--- src/core/occ_regs_pkg.sv ---
// constants, types and register map of the overcurrent threshold bank
package occ_regs_pkg;
    localparam int DW = 16;
    localparam int AW = 8;
    // register offsets
    localparam logic [AW-1:0] OFF_CFG    = 8'hc7;
    localparam logic [AW-1:0] OFF_HIGH   = 8'hc8;
    localparam logic [AW-1:0] OFF_LOW    = 8'hc9;
    localparam logic [AW-1:0] OFF_SPA    = 8'hca;
    localparam logic [AW-1:0] OFF_SPB    = 8'hcb;
    localparam logic [AW-1:0] OFF_SPC    = 8'hcc;
    localparam logic [AW-1:0] OFF_SPD    = 8'hcd;
    localparam logic [AW-1:0] OFF_SPE    = 8'hce;
    localparam logic [AW-1:0] OFF_STAT   = 8'hd8;
    localparam logic [AW-1:0] OFF_MASK   = 8'hd9;
    // reset values
    localparam logic [DW-1:0] RST_HIGH   = 16'h7fff;
    localparam logic [DW-1:0] RST_LOW    = 16'h8000;
    localparam logic [DW-1:0] RST_SPA    = 16'h5555;
    localparam logic [DW-1:0] RST_SPB    = 16'h0010;
    localparam logic [DW-1:0] RST_ZERO   = 16'h0000;
    // writable-bit masks of the config and spare words
    localparam logic [DW-1:0] MSK_CFG    = 16'hff00;
    localparam logic [DW-1:0] MSK_SPB    = 16'h07f0;
    localparam logic [DW-1:0] MSK_SPC    = 16'hc703;
    localparam logic [DW-1:0] MSK_SPD    = 16'h00ff;
    localparam logic [DW-1:0] MSK_ALL    = 16'hffff;
    // full-scale disable codes
    localparam logic [DW-1:0] POS_FS     = 16'h7fff;
    localparam logic [DW-1:0] NEG_FS     = 16'h8000;
    // configuration word fields
    localparam int CFG_EN_BIT  = 15;
    localparam int CFG_POL_BIT = 14;
    localparam int CFG_NUM_LO  = 8;
    localparam int NUM_W       = 5;
    localparam int CNT_W       = 8;
    // status bits
    localparam int ST_HT = 0;
    localparam int ST_LT = 1;
    localparam int ST_W  = 2;
    // filter figures
    localparam int FAST_OSR    = 64;
    localparam int OSR_W       = 6;
    // register bus request
    typedef struct packed {
        logic          wr;
        logic          rd;
        logic [AW-1:0] addr;
        logic [DW-1:0] wdata;
    } bus_req_t;
endpackage

--- src/core/deglitch_counter.sv ---
// per-side consecutive-exceed counter with programmable trip length
`timescale 1ns/1ns
module deglitch_counter (
    input  wire logic                           clk,
    input  wire logic                           reset_n,
    input  wire logic                           run,       // comparator active
    input  wire logic                           sample,    // new filter output
    input  wire logic                           exceed,    // this sample is outside
    input  wire logic [occ_regs_pkg::NUM_W-1:0] numSel,    // count selection
    output logic                                trip       // trip level
);
    import occ_regs_pkg::*;

    logic [CNT_W-1:0] cnt_q;      // consecutive exceeds seen
    logic [CNT_W-1:0] need;       // exceeds needed to trip
    logic [CNT_W-1:0] cntSat;     // next count, saturated

    // map of selection code to consecutive count
    always_comb begin
        unique case (numSel)
            5'h00: need = 8'h01;  5'h01: need = 8'h02;
            5'h02: need = 8'h03;  5'h03: need = 8'h04;
            5'h04: need = 8'h05;  5'h05: need = 8'h06;
            5'h06: need = 8'h07;  5'h07: need = 8'h08;
            5'h08: need = 8'h09;  5'h09: need = 8'h0a;
            5'h0a: need = 8'h0c;  5'h0b: need = 8'h0e;
            5'h0c: need = 8'h10;  5'h0d: need = 8'h12;
            5'h0e: need = 8'h14;  5'h0f: need = 8'h16;
            5'h10: need = 8'h18;  5'h11: need = 8'h1c;
            5'h12: need = 8'h20;  5'h13: need = 8'h28;
            5'h14: need = 8'h30;  5'h15: need = 8'h38;
            5'h16: need = 8'h40;  5'h17: need = 8'h48;
            5'h18: need = 8'h50;  5'h19: need = 8'h58;
            5'h1a: need = 8'h60;  5'h1b: need = 8'h68;
            5'h1c: need = 8'h70;  5'h1d: need = 8'h78;
            5'h1e: need = 8'h7c;  5'h1f: need = 8'h80;
        endcase
    end

    // saturate at the trip length; a shorter length chosen mid-run trips at once
    assign cntSat = (cnt_q >= need) ? need : cnt_q + 8'h01;
    assign trip   = run && (cnt_q >= need);

    // count consecutive exceeds, restart on any sample inside
    always_ff @(posedge clk) begin
        if (!reset_n || !run) begin
            cnt_q <= '0;
        end else if (sample) begin
            cnt_q <= exceed ? cntSat : '0;
        end
    end

    tripAfterCount_a: assert property (@(posedge clk) disable iff (!reset_n)
        $rose(trip) |-> $past(sample && exceed) || $changed(numSel))
        else $error("trip without an exceeding sample");
    restartInside_a: assert property (@(posedge clk) disable iff (!reset_n)
        sample && !exceed |=> !trip) else $error("count not restarted");
endmodule

--- src/core/overcurrent_threshold_regs.sv ---
// threshold and spare register bank with fast overcurrent comparator
`timescale 1ns/1ns
module overcurrent_threshold_regs (
    input  wire logic                          clk,
    input  wire logic                          reset_n,
    input  wire occ_regs_pkg::bus_req_t        busReq,        // register request
    output logic [occ_regs_pkg::DW-1:0]        rdata,         // read data, next cycle
    input  wire logic                          converterEn,   // converter b enabled
    input  wire logic                          modBit,        // modulator bitstream
    input  wire logic                          modValid,      // one pulse per mod sample
    output logic [occ_regs_pkg::DW-1:0]        fastResult,    // latest fast filter out
    output logic                               fastValid,     // new result pulse
    output logic                               highTripEventN,// high trip, active low
    output logic                               lowTripEventN, // low trip, active low
    output logic                               faultOut,      // fault pin level
    output logic                               irq            // interrupt level
);
    import occ_regs_pkg::*;

    // register storage
    logic [DW-1:0] cfg_q;      // enable, polarity, count select
    logic [DW-1:0] high_q;     // high trip level
    logic [DW-1:0] low_q;      // low trip level
    logic [DW-1:0] spa_q;      // spare words, stored only with no effect
    logic [DW-1:0] spb_q;
    logic [DW-1:0] spc_q;
    logic [DW-1:0] spd_q;
    logic [DW-1:0] spe_q;
    logic [ST_W-1:0] stat_q;   // sticky event flags
    logic [ST_W-1:0] mask_q;   // interrupt enables
    logic [DW-1:0] rdata_q;    // registered read data
    logic [DW-1:0] rdMux;      // read selection

    // bus decode
    wire wrCfg  = busReq.wr && busReq.addr == OFF_CFG;
    wire wrHigh = busReq.wr && busReq.addr == OFF_HIGH;
    wire wrLow  = busReq.wr && busReq.addr == OFF_LOW;
    wire wrSpa  = busReq.wr && busReq.addr == OFF_SPA;
    wire wrSpb  = busReq.wr && busReq.addr == OFF_SPB;
    wire wrSpc  = busReq.wr && busReq.addr == OFF_SPC;
    wire wrSpd  = busReq.wr && busReq.addr == OFF_SPD;
    wire wrSpe  = busReq.wr && busReq.addr == OFF_SPE;
    wire wrStat = busReq.wr && busReq.addr == OFF_STAT;
    wire wrMask = busReq.wr && busReq.addr == OFF_MASK;

    // configuration fields
    wire              cmpEnable = cfg_q[CFG_EN_BIT];
    wire              polHigh   = cfg_q[CFG_POL_BIT];
    wire [NUM_W-1:0]  numSel    = cfg_q[CFG_NUM_LO +: NUM_W];
    wire              run       = cmpEnable && converterEn;

    // threshold and config writes
    always_ff @(posedge clk) begin
        if (!reset_n) begin
            cfg_q  <= RST_ZERO;
            high_q <= RST_HIGH;
            low_q  <= RST_LOW;
        end else begin
            if (wrCfg)  cfg_q  <= busReq.wdata & MSK_CFG;
            if (wrHigh) high_q <= busReq.wdata;
            if (wrLow)  low_q  <= busReq.wdata;
        end
    end

    // spare words: stored only, no effect on behaviour
    always_ff @(posedge clk) begin
        if (!reset_n) begin
            spa_q <= RST_SPA;
            spb_q <= RST_SPB;
            spc_q <= RST_ZERO;
            spd_q <= RST_ZERO;
            spe_q <= RST_ZERO;
        end else begin
            if (wrSpa) spa_q <= busReq.wdata & MSK_ALL;
            if (wrSpb) spb_q <= busReq.wdata & MSK_SPB;
            if (wrSpc) spc_q <= busReq.wdata & MSK_SPC;
            if (wrSpd) spd_q <= busReq.wdata & MSK_SPD;
            if (wrSpe) spe_q <= busReq.wdata & MSK_ALL;
        end
    end

    // read selection, unmapped reads return zero
    always_comb begin
        unique case (busReq.addr)
            OFF_CFG:  rdMux = cfg_q;
            OFF_HIGH: rdMux = high_q;
            OFF_LOW:  rdMux = low_q;
            OFF_SPA:  rdMux = spa_q;
            OFF_SPB:  rdMux = spb_q;
            OFF_SPC:  rdMux = spc_q;
            OFF_SPD:  rdMux = spd_q;
            OFF_SPE:  rdMux = spe_q;
            OFF_STAT: rdMux = {{(DW-ST_W){1'b0}}, stat_q};
            OFF_MASK: rdMux = {{(DW-ST_W){1'b0}}, mask_q};
            default:  rdMux = RST_ZERO;
        endcase
    end

    // read data stands only in the cycle after the strobe
    always_ff @(posedge clk) begin
        if (!reset_n) rdata_q <= RST_ZERO;
        else          rdata_q <= busReq.rd ? rdMux : RST_ZERO;
    end
    assign rdata = rdata_q;

    // fast path: sinc3 decimator, fixed ratio 64
    logic [DW+2:0] int1_q, int2_q, int3_q;   // integrators
    logic [DW+2:0] dif1_q, dif2_q, dif3_q;   // comb delays
    logic [DW+2:0] c1, c2, c3;               // comb stages
    logic [OSR_W-1:0] phase_q;               // decimation phase
    logic [DW-1:0] result_q;                 // decimated result
    logic          valid_q;                  // result strobe
    logic          bitInt;                   // synchronised bitstream
    logic [1:0]    bitSync_q;                // pin synchroniser
    logic [1:0]    vldSync_q;                // strobe synchroniser
    logic          vldPrev_q;                // strobe edge store

    // bring the modulator pins into the clock domain
    always_ff @(posedge clk) begin
        if (!reset_n) begin
            bitSync_q <= '0;
            vldSync_q <= '0;
            vldPrev_q <= 1'b0;
        end else begin
            bitSync_q <= {bitSync_q[0], modBit};
            vldSync_q <= {vldSync_q[0], modValid};
            vldPrev_q <= vldSync_q[1];
        end
    end
    assign bitInt = bitSync_q[1];
    wire modTick  = vldSync_q[1] && !vldPrev_q;
    wire decTick  = modTick && phase_q == OSR_W'(FAST_OSR - 1);
    wire [DW+2:0] inSample = bitInt ? 19'h00001 : 19'h7ffff;

    // integrator chain runs at modulator rate
    always_ff @(posedge clk) begin
        if (!reset_n || !run) begin
            int1_q  <= '0;
            int2_q  <= '0;
            int3_q  <= '0;
            phase_q <= '0;
        end else if (modTick) begin
            int1_q  <= int1_q + inSample;
            int2_q  <= int2_q + int1_q;
            int3_q  <= int3_q + int2_q;
            phase_q <= phase_q + 6'h01;
        end
    end

    assign c1 = int3_q - dif1_q;
    assign c2 = c1 - dif2_q;
    assign c3 = c2 - dif3_q;

    // comb chain runs at output rate
    always_ff @(posedge clk) begin
        if (!reset_n || !run) begin
            dif1_q   <= '0;
            dif2_q   <= '0;
            dif3_q   <= '0;
            result_q <= RST_ZERO;
            valid_q  <= 1'b0;
        end else begin
            valid_q <= decTick;
            if (decTick) begin
                dif1_q   <= int3_q;
                dif2_q   <= c1;
                dif3_q   <= c2;
                result_q <= c3[DW+2:3];   // keep 16 msb of 19-bit span
            end
        end
    end
    assign fastResult = result_q;
    assign fastValid  = valid_q;

    // signed compare, full scale codes disable a side
    wire highOn  = high_q != POS_FS;
    wire lowOn   = low_q != NEG_FS;
    wire aboveHi = highOn && ($signed(result_q) > $signed(high_q));
    wire belowLo = lowOn && ($signed(result_q) < $signed(low_q));
    logic htTrip;
    logic ltTrip;
    // a side at its full-scale code stops counting at once, so no trip stands
    wire  highRun = run && highOn;
    wire  lowRun  = run && lowOn;

    // both sides count independently on every result
    deglitch_counter highCnt (
        .clk     (clk),
        .reset_n (reset_n),
        .run     (highRun),
        .sample  (valid_q),
        .exceed  (aboveHi),
        .numSel  (numSel),
        .trip    (htTrip)
    );
    deglitch_counter lowCnt (
        .clk     (clk),
        .reset_n (reset_n),
        .run     (lowRun),
        .sample  (valid_q),
        .exceed  (belowLo),
        .numSel  (numSel),
        .trip    (ltTrip)
    );

    assign highTripEventN = !htTrip;
    assign lowTripEventN  = !ltTrip;
    wire   faultActive    = htTrip || ltTrip;
    assign faultOut       = polHigh ? faultActive : !faultActive;

    // sticky flags, set wins over write-one-to-clear
    wire [ST_W-1:0] evSet = {ltTrip, htTrip};
    always_ff @(posedge clk) begin
        if (!reset_n) begin
            stat_q <= '0;
            mask_q <= '0;
        end else begin
            stat_q <= (stat_q & ~(wrStat ? busReq.wdata[ST_W-1:0] : 2'b00)) | evSet;
            if (wrMask) mask_q <= busReq.wdata[ST_W-1:0];
        end
    end
    assign irq = |(stat_q & mask_q);

    // checks
    highDisabled_a: assert property (@(posedge clk) disable iff (!reset_n)
        high_q == POS_FS |-> highTripEventN) else $error("high trip while disabled");
    lowDisabled_a: assert property (@(posedge clk) disable iff (!reset_n)
        low_q == NEG_FS |-> lowTripEventN) else $error("low trip while disabled");
    faultPolarity_a: assert property (@(posedge clk) disable iff (!reset_n)
        faultOut == (polHigh ~^ (!highTripEventN || !lowTripEventN)))
        else $error("fault pin level wrong");
    runGate_a: assert property (@(posedge clk) disable iff (!reset_n)
        !run |=> ##1 (highTripEventN && lowTripEventN)) else $error("trip while off");
    highWrite_a: assert property (@(posedge clk) disable iff (!reset_n)
        wrHigh |=> high_q == $past(busReq.wdata)) else $error("high level write lost");
    lowReset_a: assert property (@(posedge clk)
        !reset_n |=> low_q == RST_LOW) else $error("low level reset wrong");
    spareReset_a: assert property (@(posedge clk)
        !reset_n |=> spa_q == RST_SPA && spb_q == RST_SPB) else $error("spare reset wrong");
    spareMask_a: assert property (@(posedge clk) disable iff (!reset_n)
        (spb_q & ~MSK_SPB) == RST_ZERO) else $error("spare b reserved bits set");
    highCompare_a: assert property (@(posedge clk) disable iff (!reset_n)
        $fell(highTripEventN) |-> $past(valid_q && aboveHi))
        else $error("high trip without exceed");
    lowCompare_a: assert property (@(posedge clk) disable iff (!reset_n)
        $fell(lowTripEventN) |-> $past(valid_q && belowLo))
        else $error("low trip without exceed");
    stickySet_a: assert property (@(posedge clk) disable iff (!reset_n)
        !highTripEventN |=> stat_q[ST_HT]) else $error("high flag not set");

    highTripSeen_c: cover property (@(posedge clk) disable iff (!reset_n) !highTripEventN);
    lowTripSeen_c: cover property (@(posedge clk) disable iff (!reset_n) !lowTripEventN);
    irqSeen_c: cover property (@(posedge clk) disable iff (!reset_n) irq);
    spareWrite_c: cover property (@(posedge clk) disable iff (!reset_n) wrSpb);
endmodule

--- config.mk ---
export PLATFORM = sky130hd
export DESIGN_NAME = overcurrent_threshold_regs
export DESIGN_NICKNAME = d
export VERILOG_FILES = /design/src/core/occ_regs_pkg.sv /design/src/core/deglitch_counter.sv /design/src/core/overcurrent_threshold_regs.sv
export SDC_FILE = /design/constraint.sdc
export NUM_CORES = 1
export LEC_CHECK = 0
export ABC_AREA = 1
export BUFFER_PORTS_ARGS = -buffer_cell sky130_fd_sc_hd__buf_2
export CAP_MARGIN = 20
export CORE_ASPECT_RATIO = 1.25
export CORE_MARGIN = 5
export CORE_UTILIZATION = 45
export CTS_BUF_LIST = sky130_fd_sc_hd__clkbuf_4 sky130_fd_sc_hd__clkbuf_8
export CTS_CLUSTER_SIZE = 14
export DETAILED_ROUTE_END_ITERATION = 8
export GPL_TIMING_DRIVEN = 0
export PLACE_DENSITY = 0.65
export REMOVE_ABC_BUFFERS = 1
export SLEW_MARGIN = 20
export SYNTH_ARGS = -nofsm -noshare
export SYNTH_HDL_FRONTEND = slang
export SYNTH_SLANG_ARGS = --single-unit
--- constraint.sdc ---
create_clock -name clk -period 5.4 [get_ports clk]
set_input_delay 0.81 -clock clk [delete_from_list [all_inputs] [get_ports clk]]
set_output_delay 0.81 -clock clk [all_outputs]
set_load 0.02 [all_outputs]
* Yosys cells after proc, flatten, opt, wreduce, memory -nomap -nowiden *
Memory sizes are Yosys's and may differ from the RTL's. A register that Yosys moved wholly into a read port is not among the register bits.
Index checks and enable logic that the tools add are counted.

storage, ports and cells
  bits in registers = 272
  latch bits = 0
  memory bits (writable) = 0
  memory bits (read-only) = 512
  input port bits = 31
  memories = 2

operators by class
  add/sub/neg operators = 9
  multipliers = 0
  div/mod/pow operators = 0
  $lt $le $gt $ge = 4
  eq/ne operators = 13
  shifts and indexed selects = 0
  muxes and demuxes = 12
  bitwise operators = 4
  reduce and logical (&&, ||, !) cells = 33

memories
  name             words  width  rd ports  clocked after memory_dff  write ports  line                    source
  (no name shown)  32     8      1         1                         0            deglitch_counter.sv:20  unique case (numSel)
  (no name shown)  32     8      1         1                         0            deglitch_counter.sv:20

operator list
  kind                                                                       count
  16-bit one-hot mux with 10 select lines                                    1
  8-bit equality test, second input constant                                 10
  19-bit adder                                                               3
  19-bit subtractor                                                          3
  8-bit two-way mux                                                          4
  5-bit two-way mux                                                          4
  1-bit logical AND                                                          19
  19-bit two-way mux                                                         1
  8-bit by 1-bit adder with 8-bit output, second input constant              2
  8-bit >= comparator                                                        2
  16-bit > comparator                                                        1
  16-bit < comparator                                                        1
  16-bit by 15-bit inequality test with 1-bit output, second input constant  1
  16-bit inequality test, second input constant                              1
  1-bit logical NOT                                                          8
  6-bit by 1-bit adder with 6-bit output, second input constant              1
  6-bit equality test, second input constant                                 1
  2-bit AND                                                                  2
  1-bit logical OR                                                           4
  2-bit two-way mux                                                          1
  2-bit inverter                                                             1
  2-bit OR                                                                   1
  2-bit AND reduction                                                        1
  2-bit OR reduction                                                         1
  1-bit two-way mux                                                          1

* Logic depth before layout (Yosys ltp) *
  word-level depth = 6
  gate-level depth with buffers = 31

* Cells and area by module *
Synthesis repeated with hierarchy kept, for this count alone.

unflattened totals
  cell total of the unflattened synthesis = 2550
  area total of the unflattened synthesis = 17847.1 um^2

by module, submodules not included
  module                      instances  cells an instance  area each (um^2)  seq. area each (um^2)
  overcurrent_threshold_regs  1          2214               15690.0           5124.9
  deglitch_counter (highCnt)  1          168                1109.8            160.2
  deglitch_counter (lowCnt)   1          168                1047.3            160.2

* Least setup slack after synthesis *
Ideal clock, no wire load.

  path kind = register to register
  from = register int3_q[2]
  to = register result_q[15], in the netlist fastResult[15]
  setup time = 109 ps
  data arrival time = 3943 ps
  data required time = 5291 ps
  setup slack = 1348 ps
  cell stages (with the launch flop) = 29
  period minus slack after synthesis = 4052 ps
  cell sequence = dfxtp_1 > ha_1 > a21oi_1 > o21ai_0 > nand2_1 > nand2_1 > nand2_1 > nand2_1 > nand3_1 > nand2_1 > xor2_1 > ha_1 > nand2_1 > nor2_1 > nand2_1 > o211ai_1 > a21boi_1 > o21ai_0 > xor2_1 > ha_1 > nand2_1 > nor2_1 > a211oi_1 > nand2_1 > a21o_1 > nand3_1 > nand3_1 > nand2_1 > inv_1

between the ends
  cells in the longest elaborated chain, start to end = 3

RTL lines
  what                      line                               source
  start: declaration        overcurrent_threshold_regs.sv:107  logic [DW+2:0] int1_q, int2_q, int3_q;
  start signal: assignment  overcurrent_threshold_regs.sv:145  int3_q <= int3_q + int2_q;
  19-bit subtractor         overcurrent_threshold_regs.sv:150  assign c1 = int3_q - dif1_q;
  via c1[7]                 overcurrent_threshold_regs.sv:109  logic [DW+2:0] c1, c2, c3;
  19-bit subtractor         overcurrent_threshold_regs.sv:151  assign c2 = c1 - dif2_q;
  via c2[14]                overcurrent_threshold_regs.sv:109
  19-bit subtractor         overcurrent_threshold_regs.sv:152  assign c3 = c2 - dif3_q;
  end signal: assignment    overcurrent_threshold_regs.sv:168  result_q <= c3[DW+2:3];
  end: declaration          overcurrent_threshold_regs.sv:111  logic [DW-1:0] result_q;

The timed path passes the listed nets, and every way through them passes these cells.
A chain may end at the register's enable or synchronous reset.

* Worst setup path after layout *
  from = register int3_q[2]
  to = register result_q[11], in the netlist fastResult[11]

The elaborated chain is that of the path after synthesis.

==> summary.txt <==
Clock Pin Slew Worst Setup and Hold Paths - 0.06 ns
Layout net count - 2700
Total power - 4.14 mW
Die height - 229 um
Most common cell after layout, fill and taps aside - nand2_1
Crit Path Max Fanout - 5
DR WL/cell - 15.1 um
CP most frequent cell - nand2_1
Worst R2R Path Depth - 26
Routed vias - 16300
Fin crit share - 0.924
Worst reg2reg startpoint - int3_q[2]$_SDFFE_PP0P_
Worst hold path type - reg2reg
R2R Path End - fastResult[11]$_SDFFE_PP0P_
R2r setup slk - 0.41 ns
Pwr Density - 217 mW/mm^2
Seq/Total Area, Yosys - 0.324
Worst path slowest cell - ha_1
Chip width - 185 um
CP endpoint kind - register
Htree depth - 2
Hold Path End - bitSync_q[1]$_SDFF_PN0_
Share of cells above drive strength 1 - 0.0738
CTS root buf - clkbuf_8
Post-synth top area cell - dfxtp_1
Via/cell ratio - 5.39
First-pass GRT wire length - 74700 um
FP Rows - 80
Starting density of the core - 0.454
Status - finished clean
Synth Area per Inst - 7.06 sq um
Top-level port count - 68
Max Cap Viol - 0
Setup Viol. Count Final - 0
DP HPWL - 34600 um
Yosys reg bits - 280
GRT overflow - 0
Worst slew pin tran - 1.12 ns
Core area - 0.0381 sq mm
Post-Route WL - 45700 um
CP max stage delay - 0.39 ns
CTS Sinks - 280
Synth warnings - 0
Worst-Skew Late Latency - 0.60 ns
Synth Cell Area - 0.0173 sq mm
Initial antenna violation count - 0
Pleak - 9.15 nW
IO buf count - 67
Vias in the first global route - 15800
Top cell type's share of synthesized area - 0.324
CP required - 5.89 ns
Syn Inst Count - 2453
CTS max path bufs - 3
PostCTS Resize Cnt - 0
Final Hold Viols - 0
GRT Util Overall - 0.210
Non-filler cells, final - 3026
Max Fclk - 201 MHz
Pin count of the biggest net entering global routing - 76
CP Data Arrival Time - 5.48 ns
Routability cong. - 0.947
Crit path kind - reg2reg
Maximum vdd ir drop - 0.187 mV
Worst hold start - bitSync_q[0]$_SDFF_PN0_
Layout area overhead - 10.5%
Hold WS - 0.416 ns
CP Launch Type - register
Full die area - 0.0425 sq mm
Slew Limit Fails - 0
TritonCTS clock tree - built
Hold Path Cell Cnt - 2
Fin Clk Skew - 0.0483 ns
Most frequent cells in the layout - nand2_1 (362), inv_1 (341), a21oi_1 (335)
Largest cells by area after synthesis - dfxtp_1 (32%), ha_1 (12%), a21oi_1 (9.7%)
Fin crit period - 4.99 ns
Placed cells - 2944
RSZ-0062 raised after global routing - no
CTS Hold Bufs - 0
ANT nets after route - 0
Post-CTS Setup Inserts - 0
Initial DRT Pass Iterations - 5
CTS Buf Count - 47
Initial DRC Count - 748
Post-synthesis cell type count - 44
Rel. slew slack - 0.251
# DRC - 0
==> Yosys cell counts (all sizes together) <==
cell      n
ha      163
xnor2    31
o21ai   270
inv     351
a21o     14
a221oi   15
nand3   115
xor2     60
o31ai    10
or2       5
nand4    21
a21oi   335
a31oi    18
nor3     19
nand2   362
o21a      8
buf      22
o21bai    4
clkbuf   55
fa        5
dfxtp   280
o221ai    4
nor2    204
o22ai    20
nand3b    2
a21boi    2
and2      6
a211oi    6
nor3b     2
nor4     15
a41oi     2
o211ai   24
clkinv    3
==> worst max-delay path by stage <==
| stage | from | depth (start not counted) | endpoint | slack [ns] |
|---|---|---|---|---|
| 6_report | int3_q[2]$_SDFFE_PP0P_ | 26 | fastResult[11]$_SDFFE_PP0P_ | 0.41 |
| 5_1_grt | int3_q[2]$_SDFFE_PP0P_ | 27 | fastResult[14]$_SDFFE_PP0P_ | 0.02 |
| 4_1_cts | int3_q[3]$_SDFFE_PP0P_ | 22 | fastResult[14]$_SDFFE_PP0P_ | 0.27 |
| 3_5_place_dp | int3_q[2]$_SDFFE_PP0P_ | 22 | fastResult[14]$_SDFFE_PP0P_ | 0.37 |
| 3_3_place_gp | reset_n | 7 | fastResult[0]$_SDFFE_PP0P_ | -5.42 |
| 2_1_floorplan | reset_n | 6 | dif2_q[10]$_SDFFE_PP0P_ | -0.002 |
==> routing by layer <==
| metal | global-route usage | routed length, um | vias to the layer above |
|---|---|---|---|
| met1 | 0.216 | 17500 | 7429 |
| met3 | 0.0279 | 1950 | 153 |
| li1 | - | - | 8366 |
| met5 | 0 | 0 | - |
| met2 | 0.403 | 23700 | 356 |
| met4 | 0.109 | 2510 | 0 |
==> stage by stage <==
stage               cell area [sq um]  TNS, ns  setup WS (ns)  utilization
floorplan                       17000  -0.0339       -0.00154            -
global placement                17900  -518.27          -5.42        0.471
detailed placement              18100        0          0.368        0.476
CTS                             19100        0          0.272        0.501
global route                    19100        0         0.0150        0.502
finish                          19100        0          0.413        0.502
==> critical path: cells and delay by family, from the launching register on <==
kind / cells / cell delay, ns
AOI/OAI and AO/OA: 10 / 2.08
adders and majority gates: 3 / 1.04
and+or+nand+nor: 9 / 0.85
xor gates and xnor gates: 2 / 0.40
DFF: 1 / 0.36
buffers and inverters: 2 / 0.13
==> cells by family (layout without fill, tap and decap cells) <==
family          count (synthesis)  in the layout  synth area share
other cells                     0              1                 0
compound gates                732            732             0.229
buf+inv                       431            511            0.0953
xor+xnor                       91             91            0.0460
flops                         280            280             0.324
simple gates                  751            751             0.183
fa+ha+maj                     168            168             0.124
==> registers in the layout, summed over array words and instances (netlist names), 19 cells and up <==
signal and flops:
int3_q 19, dif3_q 19, int1_q 19, dif2_q 19, dif1_q 19, int2_q 19
==> report_power, final <==
group          switching (mW)  total [mW]  leakage (nW)  internal, mW
sequential            0.00147        2.07          2.26          2.07
combinational          0.0980       0.140          6.38        0.0416
clock                   0.868        1.93         0.516          1.07
total                   0.967        4.14          9.15          3.18
==> cell type report <==
| type | count | area [sq um] |
|---|---|---|
| fill | 3800 | 19000 |
| sequential | 280 | 5610 |
| multi-input combinational | 1742 | 10100 |
| clock inverter | 9 | 62.6 |
| tap | 492 | 616 |
| antenna | 1 | 2.50 |
| inverter | 354 | 1330 |
| timing repair buffer | 76 | 503 |
| clock buffer | 72 | 903 |
Power figures use the tool's default switching activity.
